==> src/core/lptmc_regs.vh <==
`ifndef LPTMC_REGS_VH
`define LPTMC_REGS_VH

// ---------------------------------------------------------------
// Register offsets
// ---------------------------------------------------------------
`define LPTMC_CTL0_OFS      8'h0c
`define LPTMC_CTL1_OFS      8'h10
`define LPTMC_CMPV_OFS      8'h14
`define LPTMC_CAR_OFS       8'h18
`define LPTMC_CTL0_RST      32'h0000_0000
`define LPTMC_CTL1_RST      32'h0000_0000
`define LPTMC_CMPV_RST      32'h0000_0000
`define LPTMC_CAR_RST       32'h0000_0001
`define LPTMC_CTL0_MASK     32'h03fe_eedf

// ---------------------------------------------------------------
// Control zero field positions
// ---------------------------------------------------------------
`define LPTMC_DECSEL_BIT    25
`define LPTMC_DECEN_BIT     24
`define LPTMC_CNTSRC_BIT    23
`define LPTMC_SHADOW_BIT    22
`define LPTMC_OPOL_BIT      21
`define LPTMC_OMODE_BIT     20
`define LPTMC_TMO_BIT       19
`define LPTMC_TRGM_HI       18
`define LPTMC_TRGM_LO       17
`define LPTMC_TSRC_HI       15
`define LPTMC_TSRC_LO       13
`define LPTMC_DIV_HI        11
`define LPTMC_DIV_LO        9
`define LPTMC_TRIGGER_GLITCH_FILTER_HI       7
`define LPTMC_TRIGGER_GLITCH_FILTER_LO       6
`define LPTMC_CFLT_HI       4
`define LPTMC_CFLT_LO       3
`define LPTMC_EDGE_HI       2
`define LPTMC_EDGE_LO       1
`define LPTMC_CKSRC_BIT     0

// ---------------------------------------------------------------
// Control one field positions
// ---------------------------------------------------------------
`define LPTMC_HLC_BIT       31
`define LPTMC_ENF_BIT       30
`define LPTMC_CSTART_BIT    2
`define LPTMC_SSTART_BIT    1
`define LPTMC_EN_BIT        0

`endif

==> src/core/lptmc_core.v <==
// How it works
// (RL1) Count source: kernel clock or input zero
// (RL2) Shadowing defers reload/compare to period end
// (RL3) Polarity picks set/clear on matches
// (RL4) Mode zero PWM/single; mode one set
// (RL5) Timeout mode lets triggers restart counter
// (RL6) Trigger mode picks software or edges
// (RL7) Trigger select picks one of eight
// (RL8) Prescaler divides kernel clock by power two
// (RL9) Trigger filter needs 2/4/8 stable periods
// (RL10) Clock filter needs 2/4/8 stable periods
// (RL11) Edge select: rising, falling, both
// (RL12) Decoder mode zero uses edge variant
// (RL13) Decoder mode one may invert inputs
// (RL14) Software avoids edge code 11, 10/dec1
// (RL15) High-level count inverts only for code 01
// (RL16) Both edges need fast internal clock
// (RL17) Config writes only while timer disabled
// (RL18) Continuous start set by software, hardware-cleared
// (RL19) Enable bit turns the timer on
// (RL20) Trigger code 10 means falling edge
// (RL21) Filters restart count on input change
`include "lptmc_regs.vh"
`timescale 1ns/10ps
`default_nettype none

module lptmc_core #(
  parameter CNT_W = 16
) (
  input  wire              i_clk,
  input  wire              i_sys_rst,
  input  wire              i_wr,
  input  wire              i_rd,
  input  wire [7:0]        i_addr,
  input  wire [31:0]       i_wdata,
  output reg  [31:0]       o_rdata,
  input  wire [7:0]        i_trig_src,
  input  wire              i_timer_input_zero,
  input  wire              i_timer_input_one,
  output reg               o_timer_out,
  output reg  [CNT_W-1:0]  o_count,
  output reg               o_in_sel0,
  output reg               o_in_sel1
);

  // -------------------------------------------------------------
  // Registers
  // -------------------------------------------------------------
  reg  [31:0]      ctl0_reg;
  reg              enable_reg;
  reg              hlc_reg;
  reg              cstart_reg;
  reg              sstart_reg;
  reg  [CNT_W-1:0] cmp_wr_reg;
  reg  [CNT_W-1:0] car_wr_reg;
  reg  [CNT_W-1:0] cmp_act_reg;
  reg  [CNT_W-1:0] car_act_reg;
  reg  [CNT_W-1:0] cnt_reg;
  reg              running_reg;
  reg              single_reg;
  localparam [31:0] CMPV_RST = `LPTMC_CMPV_RST;
  localparam [31:0] CAR_RST  = `LPTMC_CAR_RST;
  reg  [6:0]       div_reg;
  reg              trig_raw_reg;
  reg              trig_flt_reg;
  reg  [2:0]       trig_cnt_reg;
  reg              trig_prev_reg;
  reg              ck_raw_reg;
  reg              ck_flt_reg;
  reg  [2:0]       ck_cnt_reg;
  reg              ck_prev_reg;
  reg              dec_prev_reg;

  wire       decsel  = ctl0_reg[`LPTMC_DECSEL_BIT];
  wire       decen   = ctl0_reg[`LPTMC_DECEN_BIT];
  wire       cntsrc  = ctl0_reg[`LPTMC_CNTSRC_BIT];
  wire       shadow  = ctl0_reg[`LPTMC_SHADOW_BIT];
  wire       opol    = ctl0_reg[`LPTMC_OPOL_BIT];
  wire       omode   = ctl0_reg[`LPTMC_OMODE_BIT];
  wire       tmo     = ctl0_reg[`LPTMC_TMO_BIT];
  wire [1:0] trgm    = ctl0_reg[`LPTMC_TRGM_HI:`LPTMC_TRGM_LO];
  wire [2:0] tsrc    = ctl0_reg[`LPTMC_TSRC_HI:`LPTMC_TSRC_LO];
  wire [2:0] divsel  = ctl0_reg[`LPTMC_DIV_HI:`LPTMC_DIV_LO];
  wire [1:0] trigger_glitch_filter    = ctl0_reg[`LPTMC_TRIGGER_GLITCH_FILTER_HI:`LPTMC_TRIGGER_GLITCH_FILTER_LO];
  wire [1:0] cflt    = ctl0_reg[`LPTMC_CFLT_HI:`LPTMC_CFLT_LO];
  wire [1:0] edge_s  = ctl0_reg[`LPTMC_EDGE_HI:`LPTMC_EDGE_LO];

  // Count threshold for a filter code, one less than the stable periods needed
  function [2:0] flt_len;
    input [1:0] code;
    begin
      case (code)
        2'h1:    flt_len = 3'h1;
        2'h2:    flt_len = 3'h3;
        default: flt_len = 3'h7;
      endcase
    end
  endfunction

  // -------------------------------------------------------------
  // Input conditioning
  // -------------------------------------------------------------
  // (RL13) Decoder one inversion
  // (RL15) High-level count inversion
  wire inv_in  = (decen & decsel | hlc_reg) & (edge_s == 2'h1);
  wire in0     = i_timer_input_zero ^ inv_in;
  wire in1     = i_timer_input_one ^ inv_in;
  // (RL7) Trigger source pick
  wire trig_in = i_trig_src[tsrc];

  // Digital glitch filters on trigger and clock
  wire trig_chg = trig_raw_reg != trig_flt_reg;
  wire ck_chg   = ck_raw_reg != ck_flt_reg;
  always @(posedge i_clk) begin
    if (i_sys_rst) begin
      trig_raw_reg <= 1'b0;
      trig_flt_reg <= 1'b0;
      trig_cnt_reg <= 3'h0;
      ck_raw_reg   <= 1'b0;
      ck_flt_reg   <= 1'b0;
      ck_cnt_reg   <= 3'h0;
    end else begin
      trig_raw_reg <= trig_in;
      ck_raw_reg   <= in0;
      // (RL9) Trigger stability count
      // (RL21) Restart on change
      if (trigger_glitch_filter == 2'h0 || (trig_chg && trig_cnt_reg == flt_len(trigger_glitch_filter))) begin
        trig_flt_reg <= trig_raw_reg;
        trig_cnt_reg <= 3'h0;
      end else if (trig_chg && trig_raw_reg == trig_in) begin
        trig_cnt_reg <= trig_cnt_reg + 3'h1;
      end else begin
        trig_cnt_reg <= 3'h0;
      end
      // (RL10) Clock stability count
      // (RL21) Restart on change
      if (cflt == 2'h0 || (ck_chg && ck_cnt_reg == flt_len(cflt))) begin
        ck_flt_reg <= ck_raw_reg;
        ck_cnt_reg <= 3'h0;
      end else if (ck_chg && ck_raw_reg == in0) begin
        ck_cnt_reg <= ck_cnt_reg + 3'h1;
      end else begin
        ck_cnt_reg <= 3'h0;
      end
    end
  end

  // Edge detection on filtered signals
  wire trig_rise = trig_flt_reg & ~trig_prev_reg;
  wire trig_fall = ~trig_flt_reg & trig_prev_reg;
  wire ck_rise   = ck_flt_reg & ~ck_prev_reg;
  wire ck_fall   = ~ck_flt_reg & ck_prev_reg;
  // (RL6) Trigger edge choice
  // (RL20) Falling edge code
  wire trig_evt  = (trgm == 2'h1) ? trig_rise :
                   (trgm == 2'h2) ? trig_fall :
                   (trgm == 2'h3) ? (trig_rise | trig_fall) : 1'b0;
  // (RL11) External clock edges
  // (RL12) Decoder zero variants
  wire ext_tick  = (edge_s == 2'h0) ? ck_rise :
                   (edge_s == 2'h1) ? ck_fall :
                   (edge_s == 2'h2) ? (ck_rise | ck_fall) : 1'b0;
  // Decoder: mode one counts rising edges while input one is high; mode zero needs input one to change
  wire dec_tick  = decsel ? (ck_rise & in1) : (ext_tick & (in1 != dec_prev_reg));

  // (RL8) Power-of-two prescale
  wire div_tick  = ((div_reg & ((7'h1 << divsel) - 7'h1)) == 7'h0);
  // (RL1) Count source
  wire src_tick  = decen ? dec_tick :
                   hlc_reg ? (in0 & in1) :
                   cntsrc ? ext_tick : 1'b1;
  wire tick      = src_tick & div_tick;

  always @(posedge i_clk) begin
    if (i_sys_rst) begin
      trig_prev_reg <= 1'b0;
      ck_prev_reg   <= 1'b0;
      dec_prev_reg  <= 1'b0;
      div_reg       <= 7'h0;
    end else begin
      trig_prev_reg <= trig_flt_reg;
      ck_prev_reg   <= ck_flt_reg;
      dec_prev_reg  <= in1;
      if (!running_reg)
        div_reg <= 7'h0;
      else if (src_tick)
        div_reg <= div_reg + 7'h1;
    end
  end

  // -------------------------------------------------------------
  // Register writes
  // -------------------------------------------------------------
  wire period_end = running_reg & tick & (cnt_reg == car_act_reg);
  wire start_req  = (cstart_reg | sstart_reg) & ~running_reg;
  wire trig_ok    = (trgm == 2'h0) ? 1'b1 : trig_evt;

  always @(posedge i_clk) begin
    if (i_sys_rst) begin
      ctl0_reg    <= `LPTMC_CTL0_RST;
      enable_reg  <= 1'b0;
      hlc_reg     <= 1'b0;
      cstart_reg  <= 1'b0;
      sstart_reg  <= 1'b0;
      cmp_wr_reg  <= CMPV_RST[CNT_W-1:0];
      car_wr_reg  <= CAR_RST[CNT_W-1:0];
      cmp_act_reg <= CMPV_RST[CNT_W-1:0];
      car_act_reg <= CAR_RST[CNT_W-1:0];
    end else begin
      // (RL17) Locked while enabled
      if (i_wr && i_addr == `LPTMC_CTL0_OFS && !enable_reg)
        ctl0_reg <= i_wdata & `LPTMC_CTL0_MASK;
      if (i_wr && i_addr == `LPTMC_CTL1_OFS) begin
        // (RL19) Enable bit
        enable_reg <= i_wdata[`LPTMC_EN_BIT];
        if (!enable_reg)
          hlc_reg <= i_wdata[`LPTMC_HLC_BIT];
      end
      // (RL18) Start set and clear
      if (i_wr && i_addr == `LPTMC_CTL1_OFS && enable_reg &&
          i_wdata[`LPTMC_CSTART_BIT])
        cstart_reg <= 1'b1;
      else if (start_req && trig_ok || !enable_reg)
        cstart_reg <= 1'b0;
      if (i_wr && i_addr == `LPTMC_CTL1_OFS && enable_reg &&
          i_wdata[`LPTMC_SSTART_BIT])
        sstart_reg <= 1'b1;
      else if (start_req && trig_ok || !enable_reg)
        sstart_reg <= 1'b0;
      if (i_wr && i_addr == `LPTMC_CMPV_OFS && enable_reg)
        cmp_wr_reg <= i_wdata[CNT_W-1:0];
      if (i_wr && i_addr == `LPTMC_CAR_OFS && enable_reg)
        car_wr_reg <= i_wdata[CNT_W-1:0];
      // (RL2) Shadow transfer point
      if (!shadow || period_end || !running_reg) begin
        cmp_act_reg <= cmp_wr_reg;
        car_act_reg <= car_wr_reg;
      end
    end
  end

  // -------------------------------------------------------------
  // Counter and output
  // -------------------------------------------------------------
  always @(posedge i_clk) begin
    if (i_sys_rst) begin
      cnt_reg     <= {CNT_W{1'b0}};
      running_reg <= 1'b0;
      single_reg  <= 1'b0;
      o_timer_out <= 1'b0;
    end else if (!enable_reg) begin
      cnt_reg     <= {CNT_W{1'b0}};
      running_reg <= 1'b0;
      o_timer_out <= opol;
    end else begin
      if (start_req && trig_ok) begin
        running_reg <= 1'b1;
        single_reg  <= sstart_reg & ~cstart_reg;
        cnt_reg     <= {CNT_W{1'b0}};
      // (RL5) Timeout retrigger
      end else if (running_reg && tmo && trgm != 2'h0 && trig_evt) begin
        cnt_reg <= {CNT_W{1'b0}};
      end else if (period_end) begin
        cnt_reg <= {CNT_W{1'b0}};
        // (RL4) Single pulse stops
        if (single_reg)
          running_reg <= 1'b0;
      end else if (running_reg && tick) begin
        cnt_reg <= cnt_reg + {{(CNT_W-1){1'b0}}, 1'b1};
      end
      // (RL3) Polarity on matches
      if (running_reg && tick && cnt_reg == cmp_act_reg)
        o_timer_out <= ~opol;
      // (RL4) Set mode holds output
      else if (period_end && !omode)
        o_timer_out <= opol;
    end
  end

  // Mirrors and read data
  always @(posedge i_clk) begin
    if (i_sys_rst) begin
      o_count   <= {CNT_W{1'b0}};
      o_in_sel0 <= 1'b0;
      o_in_sel1 <= 1'b0;
      o_rdata   <= 32'h0;
    end else begin
      o_count   <= cnt_reg;
      o_in_sel0 <= in0;
      o_in_sel1 <= in1;
      if (!i_rd)
        o_rdata <= 32'h0;
      else if (i_addr == `LPTMC_CTL0_OFS)
        o_rdata <= ctl0_reg;
      else if (i_addr == `LPTMC_CTL1_OFS)
        o_rdata <= {hlc_reg, running_reg, 27'h0, cstart_reg, sstart_reg, enable_reg};
      else if (i_addr == `LPTMC_CMPV_OFS)
        o_rdata <= {{(32-CNT_W){1'b0}}, cmp_wr_reg};
      else if (i_addr == `LPTMC_CAR_OFS)
        o_rdata <= {{(32-CNT_W){1'b0}}, car_wr_reg};
      else
        o_rdata <= 32'h0;
    end
  end

endmodule // lptmc_core

`default_nettype wire

==> config.mk <==
export PLATFORM = sky130hd
export DESIGN_NAME = lptmc_core
export DESIGN_NICKNAME = d
export VERILOG_FILES = /design/src/core/lptmc_core.v
export VERILOG_INCLUDE_DIRS = /design/src /design/src/core
export SDC_FILE = /design/constraint.sdc
export NUM_CORES = 1
export LEC_CHECK = 0
export BUFFER_PORTS_ARGS = -buffer_cell sky130_fd_sc_hd__buf_2
export CAP_MARGIN = 20
export CORE_UTILIZATION = 35
export CTS_BUF_LIST = sky130_fd_sc_hd__clkbuf_4 sky130_fd_sc_hd__clkbuf_8 sky130_fd_sc_hd__clkbuf_16
export DETAILED_ROUTE_END_ITERATION = 10
export GPL_ROUTABILITY_DRIVEN = 0
export PLACE_DENSITY = 0.54
export SLEW_MARGIN = 0
export SYNTH_ARGS = -nofsm -noshare
export SYNTH_HDL_FRONTEND = slang
export SYNTH_SLANG_ARGS = --single-unit
==> constraint.sdc <==
create_clock -name i_clk -period 5.5 [get_ports i_clk]
set_input_delay 0.275 -clock i_clk [delete_from_list [all_inputs] [get_ports i_clk]]
set_output_delay 0.275 -clock i_clk [all_outputs]
set_load 0.005 [all_outputs]
# Word level (Yosys, flattened, before mapping)
# Index checks and enable logic that the tools add are counted.
# classes
n_addsub	5
order_cmp	1
eq_ne	24
n_shift	1
muxes	31
bitwise	32
reduce_logical	52
# op_table
op	count
16-bit equality test	2
16-bit 2-to-1 mux	2
32-bit 2-to-1 mux	1
26-bit 2-to-1 mux	1
8-bit by 5-bit equality test with 1-bit output, second input constant	3
1-bit 2-to-1 mux	22
1-bit logical AND	21
16-bit by 1-bit adder with 16-bit output, second input constant	1
1-bit AND	14
3-bit one-hot mux with 2 select lines	2
1-bit NOT	11
2-bit equality test, second input constant	5
2-bit nonzero test	5
5-bit OR reduction	2
3-bit OR reduction	3
2-bit by 1-bit equality test with 1-bit output, second input constant	4
8-bit by 4-bit equality test with 1-bit output, second input constant	1
2-bit zero test	4
7-bit by 1-bit adder with 7-bit output, second input constant	1
7-bit AND	1
7-bit zero test	1
1-bit by 3-bit << shifter with 7-bit output, first input constant	1
7-bit by 1-bit subtractor with 7-bit output, second input constant	1
3-bit by 1-bit adder with 3-bit output, second input constant	2
16 further kinds	35
# word_totals
regBits	177
inputBits	54
out_inout_bits	51
word_cells	174

# Logic depth before layout (Yosys ltp)
# depth
ltp_word	16
mapped_depth	10

# Least setup slack after synthesis
# OpenSTA, ideal clock, no wires.
# synth_timing
path_kind	reg-to-reg
from	register ck_flt_reg
to	register car_act_reg[10]
setup_time_ns	0.128
arrival_time_ns	2.106
required_time_ns	5.372
setup_slack_ns	3.267
stages_incl_launch_ff	11
synth_period_minus_slack_ns	2.233
path_cell_list	dfxtp_1 > inv_1 > ha_1 > nand2b_1 > a21oi_1 > o311ai_1 > o221ai_2 > a31oi_2 > buf_4 > mux2i_1 > nor2_1
# synth_via
elab_chain_cells	14
# synth_lines
element	line_no	source
start, declared	lptmc_core.v:69	reg ck_flt_reg;
start signal, assigned	lptmc_core.v:138	ck_flt_reg <= ck_raw_reg;
1-bit NOT	lptmc_core.v:152	wire ck_fall = ~ck_flt_reg & ck_prev_reg;
1-bit AND	lptmc_core.v:152	
1-bit bitwise OR	lptmc_core.v:162	(edge_s == 2'h2) ? (ck_rise | ck_fall) : 1'b0;
1-bit 2-to-1 mux	lptmc_core.v:162	
1-bit 2-to-1 mux	lptmc_core.v:161	(edge_s == 2'h1) ? ck_fall :
1-bit 2-to-1 mux	lptmc_core.v:160	wire ext_tick = (edge_s == 2'h0) ? ck_rise :
1-bit 2-to-1 mux or 1-bit AND (tied branches)	lptmc_core.v:171, lptmc_core.v:164	
1-bit 2-to-1 mux (on tied branches)	lptmc_core.v:170, lptmc_core.v:164	
1-bit 2-to-1 mux *	lptmc_core.v:169	wire src_tick = decen ? dec_tick :
1-bit AND *	lptmc_core.v:172	wire tick = src_tick & div_tick;
1-bit AND * (2 in a row)	lptmc_core.v:194	wire period_end = running_reg & tick & (cnt_reg == car_act_reg);
1-bit logical OR * (2 in a row)	lptmc_core.v:235	if (!shadow || period_end || !running_reg) begin
end signal, assigned	lptmc_core.v:208	car_act_reg <= CAR_RST[CNT_W-1:0];
end signal, assigned	lptmc_core.v:237	car_act_reg <= car_wr_reg;
end, declared	lptmc_core.v:57	reg [CNT_W-1:0] car_act_reg;
# Mark *: on every way between the ends. The rest lies on a longest branch, timed or not.
# A chain may end at the register's enable or synchronous reset.

# Worst setup path after layout
# layout_timing
from	register ck_flt_reg
to	register car_act_reg[0]
# Same word-level chain as after synthesis.

==> metrics.yaml <==
grt_pass1_vias: 5209
rows: 52
final_common_cell: "dfxtp_1"
vias_per_cell: 4.80
worst-r2r-setup-slack_ps: 2330
status: "completed"
synthArstFlopShare: 0
cts_buffers: 17
finish.utilization: 0.414
coreArea_mm2: 0.0202
grt_pass1_wl_um: 28400
path_clk_slew_ps: 70
cp-start-kind: "register"
final-setup-viol-count: 0
slowest_stage: "a31oi_4"
gr-total-overflow: 0
clock_skew_ps: 9.43
port_buffers: 93
cp.depth: 11
fin_hold_ws_ps: 88.0
dr.pass1.iters: 7
place_ws_ps: 2020
routedWlPerCell_um: 15.0
clk_path_buf_depth: 2
ys_types: 50
timing.fmax_mhz: 315
final_hold_viol_count: 0
clock_latency_ps: 430
syn_avg_cell_area_um2: 8.87
cts_resized: 0
initialDrtViolationCount: 405
cts-root-buf: "clkbuf_16"
r2r-end: "car_act_reg[0]$_SDFFE_PP1P_"
final_antenna_net_count: 0
num_vias: 5575
drv_slew: 0
path_buf_inv: 3
fillCellCount: 2086
yosysTopAreaCellShare: 0.479
synth_ff_type: "dfxtp_1"
worstSetupPathType: "reg -> reg"
yosys_warnings: 0
htreeDepth: 4
slowest_delay_ps: 670
yosys.area.top_type: "dfxtp_1"
wl_um: 17400
required_ps: 5810
drv_cap: 0
leakagePower_nw: 3.04
die_area_mm2: 0.0211
drc: 0
holdBufCountCts: 0
cts_sinks: 172
grt_antenna_before_repair: 0
n_antenna_cell: 0
rr_worst_depth: 11
cts_tree: "yes"
final_cells: 1162
ir_drop_mv: 0.202
r2r_start: "ck_flt_reg$_SDFFE_PP0P_"
rsz0062_at_grt: "false"
syn_to_final_growth_pct: 16.3
end_kind: "register"
tightest_slew_ps: 1010
ys_seq_elements: 172
cp_cell_sequence: "inv_1 > ha_1 > nand2b_1 > a21oi_1 > o311ai_1 > o221ai_2 > buf_4 > a31oi_4 > buf_4 > nor2b_1 > a211o_1"
ios: 105
hpwl_um: 12300
crit_path_frequent_cell: "buf_4"
cp-endpoint: "car_act_reg[0]$_SDFFE_PP1P_"
largest_reg_flops: 27
netlist_area_mm2: 0.00719
track_usage: 0.171
fin_tns_setup_ps: 0
start_util: 0.356
power.total_mw: 2.44
drive_above_1_share: 0.157
post-route-min-period_ps: 3170
layout.nets: 945
power_density_mw_per_mm2: 292
critPathArrivalTime_ps: 3490
post-cts-setup-buffers: 0
fin_area_mm2: 0.00836
syn_inst: 810
hold_path_class: "in -> reg"
cpLargestDelayFamily: "compound AO/OA/AOI/OAI gates"
fin_ws_ps: 2330
crit_fanout: 26
dpl.cell_count: 1130
synth_edf_count: 0
die_x_um: 145
crit_path_start: "ck_flt_reg$_SDFFE_PP0P_"
synth_area_leaders: "dfxtp_1, nand2_1, mux2i_1, xnor2_1, nor2_1"
seq_area_frac_synth: 0.479
layout_common_cells: "dfxtp_1, nand2_1, buf_2"
grt_max_degree: 94
placed_area_mm2: 0.00781
relSlewSlack: 0.321
period_share: 0.577
die_h_um: 145
metal layers:
| layer | share of wire | routed length, um | GRT usage | vias to the layer above |
|---|---|---|---|---|
| met2 | 0.44 | 7710 | 0.258 | 112 |
| met4 | 0.014 | 248 | 0.0589 | 0 |
| met5 | 0 | 0 | 0 | - |
| met1 | 0.50 | 8660 | 0.241 | 2595 |
| li1 | - | - | - | 2851 |
| met3 | 0.045 | 783 | 0.0368 | 17 |
cells in the mapped netlist, types with 2 or more instances:
cell      instances
nor2_1           85
or4b_1            2
dfxtp_1         172
buf_2             5
xnor2_1          38
and3_1            8
nand4_1          18
a22oi_1          15
inv_1            13
mux2i_1          40
nand3b_1          4
o21ai_0          21
a22o_1            4
mux4_2            2
xor2_1           23
nand2b_1          9
and4_1            7
nand2_1         144
nor4_1            2
o211ai_1          4
nor2b_1          20
a41oi_1           2
nand3_1          19
ha_1             12
a21o_1            2
and2_1           11
buf_4            11
clkbuf_1         34
a21oi_1          62
report_power, final:
group	total, mW	switching, mW	internal, mW
Clock	1.13	0.527	0.598
Sequential	1.25	0.00220	1.25
Combinational	0.0614	0.0382	0.0232
Total	2.44	0.568	1.87
worst min-delay path: cells and delay by family:
family          cells  cell delay (ps)
compound gates      1               50
buf+inv             1              100
simple gates        1               40
logic make-up (layout without fill, tap and decap cells):
group	after synthesis	count (layout)	synth area share
fa+ha+maj	12	12	0.0209
compound gates	118	118	0.101
flops	172	172	0.479
simple gates	337	337	0.217
xor+xnor	62	62	0.0775
mux	43	43	0.0636
buf+inv	65	143	0.0407
other cells	1	5	0.000522
final cells by class:
class | instances | area, um2 | area share
clock buffer | 18 | 439 | 0.0525
tap | 270 | 338 | 0.0404
inverter | 13 | 48.8 | 0.00584
clock inverter | 14 | 111 | 0.0133
sequential | 172 | 3440 | 0.412
timing repair buffer | 98 | 505 | 0.0605
multi-input combinational | 577 | 3470 | 0.416
how the worst min path moves through the flow:
| stage | startpoint | to | cells past startpoint |
|---|---|---|---|
| 2_1_floorplan | i_wdata[0] | car_wr_reg[0]$_SDFFE_PP1P_ | 2 |
| 3_3_place_gp | trig_cnt_reg[0]$_SDFF_PP0_ | trig_cnt_reg[0]$_SDFF_PP0_ | 1 |
| 3_5_place_dp | trig_cnt_reg[0]$_SDFF_PP0_ | trig_cnt_reg[0]$_SDFF_PP0_ | 1 |
| 4_1_cts | i_wdata[20] | ctl0_reg[20]$_SDFFE_PP0P_ | 3 |
| 5_1_grt | i_wdata[5] | cmp_wr_reg[5]$_SDFFE_PP0P_ | 3 |
| 6_report | i_wdata[20] | ctl0_reg[20]$_SDFFE_PP0P_ | 3 |
No activity file was read; power rests on OpenSTA's default activity.
